**src/verilog/rmcs_pkg.sv**
```systemverilog
package rmcs_pkg;
  // byte addresses of the two configuration words and the status word on the apb bus
  localparam logic [11:0] RMCS_RCFG_ADDR = 12'h060;  // run_clock_configuration
  localparam logic [11:0] RMCS_XCFG_ADDR = 12'h070;  // extended_run_clock_configuration
  localparam logic [11:0] RMCS_STAT_ADDR = 12'h074;  // resolved clock status, read only
  localparam int RMCS_ADDR_W = 12;
  // run_clock_configuration field positions
  localparam int RMCS_ACG_BIT = 27;
  localparam int RMCS_PRIMDIV_LSB = 23;  // primary divisor field
  localparam int RMCS_PRIMDIV_W = 4;
  localparam int RMCS_USEDIV_BIT = 22;
  localparam int RMCS_RSV_HI_MSB = 21;
  localparam int RMCS_RSV_HI_LSB = 14;
  localparam int RMCS_PLLOFF_BIT = 13;  // pll power down control
  localparam int RMCS_RSV12_BIT = 12;
  localparam int RMCS_BYPASS_BIT = 11;
  localparam int RMCS_RSV10_BIT = 10;
  localparam int RMCS_CRYSTAL_FREQUENCY_SELECT_LSB = 6;
  localparam int RMCS_CRYSTAL_FREQUENCY_SELECT_W = 4;
  localparam int RMCS_OSCSRC_LSB = 4;
  localparam int RMCS_OSCSRC_W = 2;
  localparam int RMCS_IOSCDIS_BIT = 1;
  localparam int RMCS_MOSCDIS_BIT = 0;
  // extended register field positions
  localparam int RMCS_OVR_BIT = 31;
  localparam int RMCS_ALTDIV_LSB = 23;
  localparam int RMCS_ALTDIV_W = 6;
  // status word field positions
  localparam int RMCS_STAT_APPLY_BIT = 8;  // divider in use
  localparam int RMCS_STAT_INV_BIT = 9;    // reserved crystal code with pll
  // reset values
  localparam logic [31:0] RMCS_RCFG_RESET = 32'h0780_3AD1;
  localparam logic [31:0] RMCS_XCFG_RESET = 32'h0780_0000;
  // crystal codes
  localparam logic [3:0] RMCS_CRYSTAL_FREQUENCY_SELECT_MAX_RSV = 4'h3;   // highest code not allowed with the pll
  localparam logic [3:0] RMCS_CRYSTAL_FREQUENCY_SELECT_RESET = 4'hB;
  // crystal frequency, in khz, of the reset code; pll target in khz
  localparam int RMCS_PLL_TARGET_KHZ = 400000;
  localparam int RMCS_FREQ_W = 20;
  localparam logic [RMCS_FREQ_W-1:0] RMCS_CRYSTAL_FREQUENCY_SELECT_RESET_KHZ = 20'h01770;  // 6 mhz, the reset crystal code
endpackage

```
**src/verilog/rmcs_crystal_frequency_select_lut.sv**
```systemverilog
`timescale 1ns/10ps
// maps a crystal select code to the crystal frequency in khz, rounded
module rmcs_crystal_frequency_select_lut (
  input wire logic [3:0] code,            // crystal select code
  output logic [rmcs_pkg::RMCS_FREQ_W-1:0] freq_khz  // crystal frequency in khz
);
  import rmcs_pkg::*;
  // code to frequency table
  always_comb begin
    case (code)
      4'h0: freq_khz = 20'h003E8;  // 1.000 mhz
      4'h1: freq_khz = 20'h00733;  // 1.8432 mhz
      4'h2: freq_khz = 20'h007D0;  // 2.000 mhz
      4'h3: freq_khz = 20'h0099A;  // 2.4576 mhz, rounded up
      4'h4: freq_khz = 20'h00DFC;  // 3.579545 mhz
      4'h5: freq_khz = 20'h00E66;  // 3.6864 mhz
      4'h6: freq_khz = 20'h00FA0;  // 4 mhz
      4'h7: freq_khz = 20'h01000;  // 4.096 mhz
      4'h8: freq_khz = 20'h01333;  // 4.9152 mhz
      4'h9: freq_khz = 20'h01388;  // 5 mhz
      4'hA: freq_khz = 20'h01400;  // 5.12 mhz
      4'hB: freq_khz = 20'h01770;  // 6 mhz
      4'hC: freq_khz = 20'h01800;  // 6.144 mhz
      4'hD: freq_khz = 20'h01CCD;  // 7.3728 mhz
      4'hE: freq_khz = 20'h01F40;  // 8 mhz
      default: freq_khz = 20'h02000;  // 8.192 mhz
    endcase
  end
endmodule

```
**src/verilog/rmcs_div_pick.sv**
```systemverilog
`timescale 1ns/10ps
// chooses the divisor and whether the divider is applied
module rmcs_div_pick #(
  parameter int DIV_W = 6  // width of the widest divisor field
) (
  input wire logic override,              // alternate config override
  input wire logic [3:0] prim_div,        // primary divisor field
  input wire logic [DIV_W-1:0] alt_div,   // alternate divisor field
  input wire logic use_div,               // divider use control
  input wire logic bypass,                // one: oscillator drives system
  output logic [DIV_W-1:0] div_sel,       // divisor in effect
  output logic div_apply                  // divider in use
);
  // refuse a divisor narrower than the primary field
  if (DIV_W < 4) begin : g_bad_width
    $error("divisor width too small");
  end
  // pick the divisor and force the divider while the pll is used
  always_comb begin
    div_sel = override ? alt_div : DIV_W'(prim_div);
    div_apply = use_div | ~bypass;
  end
endmodule

```
**src/verilog/rmcs_top.sv**
```systemverilog
// Register access over APB and the register addresses are this design's own decisions.
`timescale 1ns/10ps
// How it works
// - override bit selects extended divisor field
// - bit 13 drives pll power down
// - bit 11 picks oscillator or divided pll
// - bits 21:14,10 read zero, 12 one
// - crystal field resets 0xB, low codes bad
// - crystal codes map to listed frequencies
// - pll aims at 400 mhz from crystal
// - pll selected forces divider use
module rmcs_top #(
  parameter int ALT_DIV_W = 6  // width of the extended divisor field
) (
  input wire logic ref_clk,                 // system clock, 125 mhz
  input wire logic rst_n,                   // asynchronous reset, active low
  input wire logic psel,                    // apb select
  input wire logic penable,                 // apb access phase
  input wire logic pwrite,                  // apb direction, high writes
  input wire logic [rmcs_pkg::RMCS_ADDR_W-1:0] paddr,  // apb byte address
  input wire logic [31:0] pwdata,           // apb write data
  input wire logic [3:0] pstrb,             // apb byte strobes
  output logic [31:0] prdata,               // apb read data
  output logic pready,                      // apb ready
  output logic pslverr,                     // apb error on unmapped address
  output logic pll_power_down,              // to pll power down input
  output logic osc_bypass,                  // one: oscillator clocks system
  output logic [3:0] crystal_frequency_select,  // crystal code to clock logic
  output logic [rmcs_pkg::RMCS_FREQ_W-1:0] crystal_khz,  // decoded crystal frequency
  output logic [ALT_DIV_W-1:0] system_clock_divisor,  // divisor in effect
  output logic divider_used,                // system divider applied
  output logic crystal_frequency_select_invalid                 // reserved crystal code with pll in use
);
  import rmcs_pkg::*;

  // the extended field must hold the primary divisor and fit below bit 31
  if (ALT_DIV_W < RMCS_PRIMDIV_W || ALT_DIV_W > 8) begin : g_bad_width
    $error("bad extended divisor width");
  end

  logic [31:0] rcfg_r;      // run_clock_configuration storage
  logic [31:0] xcfg_r;      // extended_run_clock_configuration storage
  logic [31:0] rcfg_view;   // run config as software reads it
  logic [31:0] xcfg_view;   // extended config as software reads it
  logic [31:0] stat_view;   // status word
  logic [31:0] wmask;       // byte lanes enabled by strobes
  logic [31:0] rcfg_nxt;    // merged run config write
  logic [31:0] xcfg_nxt;    // merged extended config write
  logic wr_acc;             // write access phase
  logic rd_acc;             // read access phase
  logic addr_hit;           // address maps to a register
  logic [ALT_DIV_W-1:0] div_sel;  // chosen divisor
  logic div_apply;          // divider in use
  logic [RMCS_FREQ_W-1:0] crystal_frequency_select_khz;  // lut result

  // apb decode; every access completes in its first access cycle
  always_comb begin
    wr_acc = psel & penable & pwrite;
    rd_acc = psel & penable & ~pwrite;
    addr_hit = (paddr == RMCS_RCFG_ADDR) || (paddr == RMCS_XCFG_ADDR) || (paddr == RMCS_STAT_ADDR);
    pready = psel & penable;
    pslverr = psel & penable & ~addr_hit;
  end

  // expand byte strobes to a bit mask
  always_comb begin
    for (int i = 0; i < 4; i++) begin
      wmask[i*8 +: 8] = {8{pstrb[i]}};
    end
  end

  // build read views: reserved bits are forced on read; the stored words keep what was written
  always_comb begin
    rcfg_view = 32'h0000_0000;
    rcfg_view[RMCS_ACG_BIT] = rcfg_r[RMCS_ACG_BIT];
    rcfg_view[RMCS_PRIMDIV_LSB +: RMCS_PRIMDIV_W] = rcfg_r[RMCS_PRIMDIV_LSB +: RMCS_PRIMDIV_W];
    rcfg_view[RMCS_USEDIV_BIT] = rcfg_r[RMCS_USEDIV_BIT];
    rcfg_view[RMCS_RSV_HI_MSB:RMCS_RSV_HI_LSB] = 8'h00;
    rcfg_view[RMCS_PLLOFF_BIT] = rcfg_r[RMCS_PLLOFF_BIT];
    rcfg_view[RMCS_RSV12_BIT] = 1'b1;
    rcfg_view[RMCS_BYPASS_BIT] = rcfg_r[RMCS_BYPASS_BIT];
    rcfg_view[RMCS_RSV10_BIT] = 1'b0;
    rcfg_view[RMCS_CRYSTAL_FREQUENCY_SELECT_LSB +: RMCS_CRYSTAL_FREQUENCY_SELECT_W] = rcfg_r[RMCS_CRYSTAL_FREQUENCY_SELECT_LSB +: RMCS_CRYSTAL_FREQUENCY_SELECT_W];
    rcfg_view[RMCS_OSCSRC_LSB +: RMCS_OSCSRC_W] = rcfg_r[RMCS_OSCSRC_LSB +: RMCS_OSCSRC_W];
    rcfg_view[RMCS_IOSCDIS_BIT] = rcfg_r[RMCS_IOSCDIS_BIT];
    rcfg_view[RMCS_MOSCDIS_BIT] = rcfg_r[RMCS_MOSCDIS_BIT];
    xcfg_view = 32'h0000_0000;
    xcfg_view[RMCS_OVR_BIT] = xcfg_r[RMCS_OVR_BIT];
    xcfg_view[RMCS_ALTDIV_LSB +: ALT_DIV_W] = xcfg_r[RMCS_ALTDIV_LSB +: ALT_DIV_W];
    stat_view = 32'h0000_0000;
    stat_view[ALT_DIV_W-1:0] = div_sel;
    stat_view[RMCS_STAT_APPLY_BIT] = div_apply;
    stat_view[RMCS_STAT_INV_BIT] = crystal_frequency_select_invalid;
  end

  // merge write data into the stored words under strobes
  always_comb begin
    rcfg_nxt = (rcfg_r & ~wmask) | (pwdata & wmask);
    xcfg_nxt = (xcfg_r & ~wmask) | (pwdata & wmask);
  end

  // run config register; holds last write, reset to documented value
  always_ff @(posedge ref_clk or negedge rst_n) begin
    if (!rst_n) begin
      rcfg_r <= RMCS_RCFG_RESET;
    end else if (wr_acc && paddr == RMCS_RCFG_ADDR) begin
      rcfg_r <= rcfg_nxt;
    end
  end

  // extended config register
  always_ff @(posedge ref_clk or negedge rst_n) begin
    if (!rst_n) begin
      xcfg_r <= RMCS_XCFG_RESET;
    end else if (wr_acc && paddr == RMCS_XCFG_ADDR) begin
      xcfg_r <= xcfg_nxt;
    end
  end

  // read data register; loaded in the read setup phase, zero on unmapped, held otherwise
  always_ff @(posedge ref_clk or negedge rst_n) begin
    if (!rst_n) begin
      prdata <= 32'h0000_0000;
    end else if (psel && !penable && !pwrite) begin
      case (paddr)
        RMCS_RCFG_ADDR: prdata <= rcfg_view;
        RMCS_XCFG_ADDR: prdata <= xcfg_view;
        RMCS_STAT_ADDR: prdata <= stat_view;
        default: prdata <= 32'h0000_0000;
      endcase
    end else if (rd_acc) begin
      prdata <= prdata;  // hold through access
    end
  end

  // divisor selection and forced divider
  rmcs_div_pick #(
    .DIV_W(ALT_DIV_W)
  ) u_div (
    .override(xcfg_r[RMCS_OVR_BIT]),
    .prim_div(rcfg_r[RMCS_PRIMDIV_LSB +: RMCS_PRIMDIV_W]),
    .alt_div(xcfg_r[RMCS_ALTDIV_LSB +: ALT_DIV_W]),
    .use_div(rcfg_r[RMCS_USEDIV_BIT]),
    .bypass(rcfg_r[RMCS_BYPASS_BIT]),
    .div_sel(div_sel),
    .div_apply(div_apply)
  );

  // crystal code decode for the pll translation, which aims at 400 mhz
  rmcs_crystal_frequency_select_lut u_lut (
    .code(rcfg_r[RMCS_CRYSTAL_FREQUENCY_SELECT_LSB +: RMCS_CRYSTAL_FREQUENCY_SELECT_W]),
    .freq_khz(crystal_frequency_select_khz)
  );

  // pll power down output; reset keeps the pll off until software clears it
  always_ff @(posedge ref_clk or negedge rst_n) begin
    if (!rst_n) begin
      pll_power_down <= RMCS_RCFG_RESET[RMCS_PLLOFF_BIT];  // pll off from reset
    end else begin
      pll_power_down <= rcfg_r[RMCS_PLLOFF_BIT];
    end
  end

  // system clock source; reset runs the system from the oscillator
  always_ff @(posedge ref_clk or negedge rst_n) begin
    if (!rst_n) begin
      osc_bypass <= RMCS_RCFG_RESET[RMCS_BYPASS_BIT];  // oscillator from reset
    end else begin
      osc_bypass <= rcfg_r[RMCS_BYPASS_BIT];
    end
  end

  // crystal code handed to the clock logic
  always_ff @(posedge ref_clk or negedge rst_n) begin
    if (!rst_n) begin
      crystal_frequency_select <= RMCS_CRYSTAL_FREQUENCY_SELECT_RESET;  // reset code
    end else begin
      crystal_frequency_select <= rcfg_r[RMCS_CRYSTAL_FREQUENCY_SELECT_LSB +: RMCS_CRYSTAL_FREQUENCY_SELECT_W];
    end
  end

  // decoded crystal frequency; reset value matches the reset code so no step follows reset
  always_ff @(posedge ref_clk or negedge rst_n) begin
    if (!rst_n) begin
      crystal_khz <= RMCS_CRYSTAL_FREQUENCY_SELECT_RESET_KHZ;  // khz of the reset code
    end else begin
      crystal_khz <= crystal_frequency_select_khz;
    end
  end

  // divisor in effect; reset value is the primary field's reset value
  always_ff @(posedge ref_clk or negedge rst_n) begin
    if (!rst_n) begin
      system_clock_divisor <= ALT_DIV_W'(RMCS_RCFG_RESET[RMCS_PRIMDIV_LSB +: RMCS_PRIMDIV_W]);  // override off
    end else begin
      system_clock_divisor <= div_sel;
    end
  end

  // divider use, forced while the pll drives the system
  always_ff @(posedge ref_clk or negedge rst_n) begin
    if (!rst_n) begin
      divider_used <= RMCS_RCFG_RESET[RMCS_USEDIV_BIT] | ~RMCS_RCFG_RESET[RMCS_BYPASS_BIT];  // reset fields
    end else begin
      divider_used <= div_apply;
    end
  end

  // flag reserved crystal codes while the pll feeds the system
  always_ff @(posedge ref_clk or negedge rst_n) begin
    if (!rst_n) begin
      crystal_frequency_select_invalid <= 1'b0;  // oscillator in use from reset
    end else begin
      crystal_frequency_select_invalid <= ~rcfg_r[RMCS_BYPASS_BIT] &
        (rcfg_r[RMCS_CRYSTAL_FREQUENCY_SELECT_LSB +: RMCS_CRYSTAL_FREQUENCY_SELECT_W] <= RMCS_CRYSTAL_FREQUENCY_SELECT_MAX_RSV);
    end
  end
endmodule
```
**config.mk**
```make
export PLATFORM = sky130hd
export DESIGN_NAME = rmcs_top
export DESIGN_NICKNAME = d
export VERILOG_FILES = /design/src/verilog/rmcs_pkg.sv /design/src/verilog/rmcs_crystal_frequency_select_lut.sv /design/src/verilog/rmcs_div_pick.sv /design/src/verilog/rmcs_top.sv
export SDC_FILE = /design/constraint.sdc
export NUM_CORES = 1
export LEC_CHECK = 0
export BUFFER_PORTS_ARGS = -buffer_cell sky130_fd_sc_hd__buf_4
export CELL_PAD_IN_SITES_DETAIL_PLACEMENT = 2
export CELL_PAD_IN_SITES_GLOBAL_PLACEMENT = 2
export CORE_UTILIZATION = 30
export DETAILED_ROUTE_END_ITERATION = 7
export PLACE_DENSITY = 0.77
export SYNTH_ARGS = -nofsm -noshare
export SYNTH_HDL_FRONTEND = slang
export SYNTH_SLANG_ARGS = --single-unit
```
**constraint.sdc**
```tcl
create_clock -name ref_clk -period 1.8 [get_ports ref_clk]
set_input_delay 0.18 -clock ref_clk [delete_from_list [all_inputs] [get_ports ref_clk]]
set_output_delay 0.18 -clock ref_clk [all_outputs]
set_load 0.1 [all_outputs]
```
After elaboration in Yosys (flattened, before gate mapping)
Memories as Yosys holds them, arrays and structs flattened. A register that Yosys moved wholly into a read port is not among the register bits.
Index checks and enable logic that the tools add are counted.

word-level totals
  flip-flop bits (word level) = 130
  latch bits = 0
  memory bits (writable) = 0
  ROM bits = 224
  input port bits = 53
  memories kept = 1

operators by class
  add/subtract/negate cells = 0
  $mul = 0
  divide/modulo/power cells = 0
  order comparisons = 1
  eq/ne operators = 3
  shift-type cells = 0
  multiplexer cells = 2
  bitwise gates (word level) = 13
  reduce and logical (&&, ||, !) cells = 9

memory list
  name             words  width  rd ports  clocked after memory_dff  write ports  line                                     source
  (no name shown)  16     14     1         1                         0            rmcs_crystal_frequency_select_lut.sv:10  case (code)

operators by type and width
  kind                                                            number
  AND 32 bit                                                      3
  one-hot mux 32 bit (3 select lines)                             1
  bitwise OR 32 bit                                               2
  equality test 12 x 7 -> 1 bit, second input constant            3
  NOT 32 bit                                                      1
  two-way mux 6 bit                                               1
  AND 1 bit                                                       4
  less-or-equal comparator 4 x 2 -> 1 bit, second input constant  1
  logical AND 1 bit                                               4
  zero test 1 bit                                                 3
  logical OR 1 bit                                                2
  NOT 1 bit                                                       2
  bitwise OR 1 bit                                                1

Logic depth before layout (Yosys ltp)
Gate-level depths: netlist of run 1.

  depth after elaboration = 5
  gate-level depth with buffers = 6

Modules after synthesis
A second synthesis of run 1 with hierarchy kept.

unflattened totals
  cell total of the unflattened synthesis = 259
  area total of the unflattened synthesis = 3,335.7 µm²

by module, submodules not included
  module                             instances  cells an instance  area an instance (µm²)
  rmcs_top                           1          192                2,832.7
  rmcs_crystal_frequency_select_lut  1          60                 436.7
  rmcs_div_pick                      1          7                  66.3

Least setup slack after synthesis of run 1
No wires, ideal clock.

  path type = input port to output port
  start point = input paddr[1] (netlist name)
  end point = output pslverr
  arrival time = 1.821 ns
  required time = 1.620 ns
  slack = -0.201 ns
  cell stages on the path = 5
  buffers on the path = 1
  cell sequence = or4b_4 nor4_4 buf_6 o21ai_0 and2_1

between the ends
  cells in the longest elaborated chain, start to end = 5
  elaborated cells between the ends (all ways) = 7

RTL lines
  element                        line            source
  from (decl)                    rmcs_top.sv:20  input wire logic [rmcs_pkg::RMCS_ADDR_W-1:0] paddr,
  equality test 12 x 7 -> 1 bit  rmcs_top.sv:60  addr_hit = (paddr == RMCS_RCFG_ADDR) || (paddr == RMCS_XCFG_ADDR) || (paddr == RMCS_STAT_ADDR);
  logical OR 1 bit               rmcs_top.sv:60
  logical OR 1 bit (*)           rmcs_top.sv:60
  NOT 1 bit (*)                  rmcs_top.sv:62  pslverr = psel & penable & ~addr_hit;
  AND 1 bit (*)                  rmcs_top.sv:62
  to (decl)                      rmcs_top.sv:25  output logic pslverr,

Mark *: on every way between the ends. The rest lies on a longest branch, timed or not.

==> results of run 1 <==
through the flow:
| step | hold WS (ps) | std cells | util [%] | setup TNS (ps) | setup slack [ps] |
|---|---|---|---|---|---|
| floorplan | -116 | 295 | - | -80.2 | -40.1 |
| global placement | 131 | 499 | 39.0 | -5510 | -224 |
| detailed placement | 137 | 499 | 39.0 | -7410 | -285 |
| CTS | 43.2 | 518 | 41.0 | 0 | 1.63 |
| global route | 38.5 | 521 | 41.4 | -1.51 | -1.51 |
| finish | 57.0 | 521 | 41.4 | 0 | 38.2 |
power groups by stage:
stage          clock network [mW]  registers, mW  logic (mW)
2_1_floorplan                   0           1.66       0.233
3_3_place_gp                    0           1.65       0.332
3_5_place_dp                    0           1.65       0.337
4_1_cts                      1.18           1.62       0.342
5_1_grt                      1.25           1.62       0.360
6_report                     1.16           1.62       0.341
cells in the mapped netlist:
| cell type | count |
|---|---|
| dfrtp_1 | 41 |
| nand2_1 | 37 |
| dfstp_2 | 31 |
| mux2_2 | 21 |
| buf_4 | 17 |
| o21ai_0 | 16 |
| o31ai_1 | 12 |
| clkbuf_1 | 11 |
| nor2_1 | 9 |
| a21oi_1 | 8 |
| ha_1 | 8 |
| and2_1 | 6 |
| mux2_4 | 6 |
| mux2i_1 | 5 |
| nand3_1 | 5 |
| a22oi_1 | 4 |
| inv_1 | 4 |
| nor3_1 | 4 |
| and3_2 | 3 |
| nand2b_1 | 3 |
| nor2b_1 | 3 |
| a211oi_1 | 2 |
| a22o_1 | 2 |
| buf_2 | 2 |
| nor3b_1 | 2 |
| or4b_4 | 2 |
| a32oi_1 | 1 |
| and3_1 | 1 |
| and3_4 | 1 |
| buf_1 | 1 |
| buf_6 | 1 |
| buf_8 | 1 |
| conb_1 | 1 |
| inv_2 | 1 |
| mux4_2 | 1 |
| nand3_2 | 1 |
| nor4_4 | 1 |
| o21a_1 | 1 |
| o22ai_1 | 1 |
| or3_1 | 1 |
| or3b_2 | 1 |
cells by family (layout without fill, tap and decap cells):
logic type,after synthesis,after routing,synth area share (%)
AOI/OAI and AO/OA,47,47,8.98
adders and majority gates,8,8,3.04
buffers and inverters,38,128,6.92
DFF,72,72,56.0
muxes,33,33,12.1
other,1,17,0.114
and+or+nand+nor,80,80,12.8
per-layer routing:
metal | vias up | part of all wire (%) | GRT usage [%]
met5 | - | 0 | 0
met4 | 0 | 1.8 | 7.63
met3 | 10 | 3.6 | 3.28
met2 | 73 | 50 | 27.8
met1 | 1245 | 45 | 22.7
li1 | 1127 | - | -
what timing repair did:
item                       CTS  global route
pin swaps                    1             2
buffers inserted             2             3
gates resized for setup      4             5
hold endpoints to repair    14             0
hold buffers                 1             0
setup endpoints to repair    1             6
worst max-delay path, cell delays in order:
cell    delay (ps)
buf_4          110
or4b_4         530
nor4_4         320
buf_4          200
and3_2         300
mux2_2         350
final timing paths:
path	slack [ps]	start	endpoint	depth (start not counted)
max	40	paddr[9]	flip-flop	6
min	60	pwdata[5]	flip-flop	2
max reg2reg	190	flip-flop	crystal_khz[10]$_DFF_PN1_	5
min reg2reg	380	flip-flop	pll_power_down$_DFF_PN1_	0
max in group asynchronous	890	rst_n	async pin	3
min in group asynchronous	290	rst_n	crystal_khz[7]$_DFF_PN0_	2
layout make-up:
class	instances	share of cell area (%)
clock buffer	16	3.93
inverter	5	0.433
multi-input combinational	185	30.0
sequential	72	42.5
tap	136	3.93
timing repair buffer	107	19.3
==> flow_summary.ini, run 1 <==
[yosys]
ys_ff_latch = 72
syn_inst = 279
synth_top_area_cell = dfrtp_1
yosysWarnings = 0
syn_avg_cell_area_um2 = 11.8
synth_top_area_share_pct = 31.2
synth.distinct_cells = 41
synth_area_leaders = dfrtp_1, dfstp_2, mux2_2
yosysSeqAreaShare_pct = 56.0
synth_area_um2 = 3290

[floorplan]
die_w_um = 107
io_pins = 121
row_count = 37
die-area_um2 = 11400
die_y_um = 107
core_um2 = 10500
start_util_pct = 31.4

[clocking]
cts_tree = done
worstSkewPairLatency_ps = 350
cts.sinks = 72
cts.path.max_buffers = 2
clk_pin_slew_ps = 80
clockRootBuffer = clkbuf_8
cts_buffers = 9
htree_levels = 3

[run]
max-cap-violations = 0

[global_routing]
grt_pass1_wl_um = 14600
grt_max_degree = 43
grt_usage_pct = 17.3
antenna_found_initial = 0
first_global_vias = 2665
grt.overflow.total = 0

[power_and_ir_drop]
p_leak_nw = 2.02
power_density_nw_per_um2 = 720
p_switching_uw = 840
p_int_mw = 2.28
power_mw = 3.12
vdd_drop_max_v = 0.000339
combPwrFrac_pct = 10.9
seqPwrFrac_pct = 52.0
swShare_pct = 26.9
clkPwrFrac_pct = 37.1

[drt]
antenna_left = 0
routed_wl_um = 9290
via_per_inst = 4.71
wl_per_cell_um = 17.8
drtIter0Drc = 83
first_pass_iters = 4
vias = 2455
drc = 0

[layout]
fin_nets = 441
area_growth_pct = 31.8
diodes = 0
drive_gt1_share_pct = 49.6
layout_commonest_cell = buf_4
finalInstanceArea_um2 = 4330
n_fill_cell = 1148
multi_input_area_um2 = 1300
final_cell_mix = buf_4, dfrtp_1, nand2_1
regArea_um2 = 1840

[timing]
fin_skew_ps = 6.87
tightestPinTransition_ps = 753
relSlewSlack_pct = 49.8
report.final.slew_viol_count = 0
clock.fmax_mhz = 568
finalCritPeriodShare_pct = 97.9
hold_viol = 0
period_minus_slack_ps = 1760
setup_viol = 0

[critical_path]
worst_ep_required_time_ps = 2030
cp_max_fo = 6
crit_type = in2reg
crit_path_end_kind = flip-flop
crit_arrival_ps = 2000
worst_setup_path_start_kind = input pin

[placement]
dpl_cell_area_um2 = 4080
hpwl_um = 6830
place_congestion = 0.759
portBuffers = 89

[run_status]
status = finished, final reports clean

[worst_hold_path]
hp-class = in2reg
No activity file was read; power rests on OpenSTA's default activity.
==> inputs of run 2 (changes only) <==
Settings changed: PLACE_DENSITY 0.77 to unset, PLACE_DENSITY_LB_ADDON set to 0.12.
==> flow_summary.ini, run 2 (synthesis results as in run 1) <==
[timing]
clock.fmax_mhz = 574
timing.final.ws_setup_ps = 59.1
report.final.slew_viol_count = 0
setup_viol = 0
period_minus_slack_ps = 1740
finalCritPeriodShare_pct = 96.7
hold_viol = 0
fin_skew_ps = 8.72
grt_setup_unrepaired = no

[global_routing]
grt_pass1_wl_um = 13700
grt.overflow.total = 0
grt_max_degree = 39
grt_usage_pct = 16.1
first_global_vias = 2522
antenna_found_initial = 0

[run]
max-cap-violations = 0

[critical_path]
worst_setup_path_start_kind = input pin
cp-startpoint = paddr[1]
cp_max_fo = 2
reg2regPathDepth = 5
crit_type = in2out
crit_path_end_kind = primary output
crit_arrival_ps = 1560
worst_ep_required_time_ps = 1620
r2r_slack_ps = 230

[layout]
diodes = 0
drive_gt1_share_pct = 49.9
multi_input_area_um2 = 1290
n_fill_cell = 1115
layout_commonest_cell = buf_4
regArea_um2 = 1840
fin_nets = 441
final_cell_mix = buf_4, dfrtp_1, nand2_1
instances_no_fill = 521
area_growth_pct = 31.8

[clocking]
htree_levels = 3
worstSkewPairLatency_ps = 340
cts_buffers = 9
clk_pin_slew_ps = 70
cts.sinks = 72
cts_tree = done
clockRootBuffer = clkbuf_8
cts.path.max_buffers = 2

[drt]
via_per_inst = 4.60
antenna_left = 0
wl_per_cell_um = 16.6
drtIter0Drc = 65
drc = 0
first_pass_iters = 4
routed_wl_um = 8650
vias = 2397

[floorplan]
die_w_um = 107
io_pins = 121
core_um2 = 10500
row_count = 37
start_util_pct = 31.4
die-area_um2 = 11400
die_y_um = 107

[placement]
place_inst = 502
portBuffers = 89
place_congestion = 0.729
place_ws_ps = -235
hpwl_um = 6510

[worst_hold_path]
holdCritStartpoint = pwdata[6]
whs_path_depth = 2
hp-class = in2reg

[power_and_ir_drop]
power_density_nw_per_um2 = 740
power_mw = 3.21
vdd_drop_max_v = 0.000335
p_leak_nw = 2.03

[run_status]
status = finished, final reports clean
[run 2: per-layer routing]
layer / share of wire [%] / global-route usage (%)
met1: 50 / 23.2
met2: 44 / 23.4
met3: 4.8 / 2.86
met4: 1.8 / 7.34
met5: 0 / 0
[run 2: final timing paths]
| check | to |
|---|---|
| max reg2reg | crystal_khz[10]$_DFF_PN1_ |
| max | pslverr |
| min in group asynchronous | crystal_khz[2]$_DFF_PN0_ |
| min reg2reg | pll_power_down$_DFF_PN1_ |
| max in group asynchronous | system_clock_divisor[1]$_DFF_PN1_ |
| min | flip-flop |
[run 2: layout make-up]
cell class | count | share of cell area [%]
Clock inverter | 2 | 0.289
Tap cell | 136 | 3.93
Inverter | 5 | 0.433
Sequential cell | 72 | 42.5
Multi-Input combinational cell | 185 | 29.7
Timing Repair Buffer | 107 | 19.0
Clock buffer | 14 | 4.22
[run 2: through the flow]
step	hold slack, ps	TNS (ps)	util [%]	cell area [um2]
after floorplan	-116	-80.2	-	3350
after CTS	45.0	0	41.3	4330
final	63.1	0	41.4	4330
after detailed placement	188	-5240	39.2	4110
after global routing	52.4	0	41.4	4330
after global placement	176	-3150	39.2	4110
[run 2: what timing repair did]
action	4_1_cts	5_1_grt
hold buffers	1	0
gates resized for setup	3	0
setup endpoints to repair	1	3
gates cloned	0	0
hold endpoints to repair	19	0
pin swaps	1	2
setup buffers	1	1
[run 2: report_power, final]
part | total, mW | internal, mW | switching, mW
clock network | 1.25 | 0.650 | 0.595
logic | 0.338 | 0.0789 | 0.259
registers | 1.62 | 1.62 | 0.000560
total | 3.21 | 2.35 | 0.855
[run 2: worst max-delay path, stage by stage]
cell and delay (ps):
buf_4 110, or4b_4 540, nor4_4 270, o21ai_2 110, and2_4 170, buf_6 170
==> inputs of run 3 (changes only) <==
Settings changed: CELL_PAD_IN_SITES_DETAIL_PLACEMENT 2 to unset, CELL_PAD_IN_SITES_GLOBAL_PLACEMENT 2 to unset, CORE_UTILIZATION 30 to 49, HOLD_SLACK_MARGIN set to 0.02.
==> flow_summary.ini, run 3 (synthesis results as in run 1) <==
[clocking]
cts.path.max_buffers = 2
clk_pin_slew_ps = 70
htree_levels = 3
worstSkewPairLatency_ps = 340
cts.sinks = 72
cts_buffers = 9
cts_tree = done
clockRootBuffer = clkbuf_8

[drt]
via_per_inst = 5.04
drtIter0Drc = 120
drc = 18
first_pass_iters = 6
vias = 2302
wl_per_cell_um = 14.6
antenna_left = 0
routed_wl_um = 6670

[floorplan]
die_y_um = 83.9
die_w_um = 83.9
row_count = 29
die-area_um2 = 7040
io_pins = 121
start_util_pct = 51.2
core_um2 = 6420

[critical_path]
crit_arrival_ps = 1570
r2r_slack_ps = 300
cp_slowest_cell = or4b_4
r2r_end = crystal_khz[10]$_DFF_PN1_
reg2regPathDepth = 5
cp.depth = 6
crit_type = in2out
crit_path_cell_trace = buf_4 -> or4b_4 -> nor4_4 -> o21ai_2 -> and2_4 -> buf_6
crit_buf_inv = 2
worst_ep_required_time_ps = 1620
path_delay_family = simple AND/OR/NAND/NOR gates
cp_max_fo = 2
crit_path_end_kind = primary output
worst_setup_path_start_kind = input pin
max_stage_delay_ps = 550

[layout]
final_util_pct = 65.7
instances_no_fill = 457
area_growth_pct = 28.2
layout_commonest_cell = buf_4
diodes = 0
final_cell_mix = buf_4, dfrtp_1, nand2_1
n_fill_cell = 521
regArea_um2 = 1840
drive_gt1_share_pct = 48.9
multi_input_area_um2 = 1290
fin_nets = 436

[power_and_ir_drop]
p_leak_nw = 2.01
vdd_drop_max_v = 0.000386
power_density_nw_per_um2 = 752

[global_routing]
grt_max_degree = 40
grt.overflow.total = 0
grt_pass1_wl_um = 10800
antenna_found_initial = 0
first_global_vias = 2250
grt_usage_pct = 20.1

[timing]
finalCritPeriodShare_pct = 97.3
fin_skew_ps = 9.74
relSlewSlack_pct = 56.0
clock.fmax_mhz = 571
tightestPinTransition_ps = 660
hold_viol = 0
grt_setup_unrepaired = no
report.final.slew_viol_count = 0
period_minus_slack_ps = 1750
setup_viol = 0

[placement]
hpwl_um = 4950
portBuffers = 89
place_inst = 439
place_congestion = 0.794

[worst_hold_path]
whs_path_depth = 2
holdCritStartpoint = pwdata[4]
hp-class = in2reg

[run_status]
status = complete, but fails checks
failed_checks = DRC

[run]
max-cap-violations = 0
[run 3: per-layer routing]
| metal | track usage (%) | wire length [um] | vias up |
|---|---|---|---|
| met5 | 0 | 0 | - |
| met4 | 10.0 | 120 | 0 |
| met3 | 4.25 | 336 | 11 |
| met2 | 30.3 | 3030 | 85 |
| met1 | 27.7 | 3180 | 1087 |
| li1 | - | - | 1119 |
[run 3: how the worst max path moves through the flow]
stage,startpoint,endpoint,slack (ps)
after detailed placement,paddr[1],flip-flop,-250
after floorplan,paddr[1],flip-flop,-40
final,paddr[7],pslverr,50
after global routing,paddr[7],pslverr,7
after global placement,paddr[1],flip-flop,-200
after CTS,paddr[7],pslverr,30
[run 3: through the flow]
step | setup TNS (ps) | hold WS (ps) | instance area, um2 | setup slack (ps) | power (mW)
6_report | 0 | 72.4 | 4220 | 49.4 | 3.17
5_1_grt | 0 | 54.7 | 4220 | 7.05 | 3.28
4_1_cts | 0 | 58.3 | 4210 | 25.0 | 3.21
3_5_place_dp | -5500 | 178 | 4000 | -253 | 1.98
3_3_place_gp | -3370 | 170 | 4000 | -199 | 1.98
2_1_floorplan | -80.2 | -116 | 3350 | -40.1 | 1.89
[run 3: area by class of cell]
cell class / instances / share of cell area, %
clock inverters: 4 / 1.07
inverters: 5 / 0.445
clock buffers: 12 / 3.44
repair buffers: 102 / 18.6
multi-input cells: 185 / 30.5
well taps: 77 / 2.28
flip-flops and latches: 72 / 43.7
[run 3: what timing repair did]
action                     4_1_cts  5_1_grt
hold buffers                     1        0
cloned                           0        0
hold endpoints to repair        19        0
setup endpoints to repair        1        1
buffers inserted                 1        0
gates resized for setup          2        1
pin swaps                        1        0
[run 3: report_power, final]
part,leakage (nW),internal [mW],switching [mW]
Combinational,1.03,0.0759,0.254
Sequential,0.873,1.62,0.000590
Clock,0.100,0.672,0.547
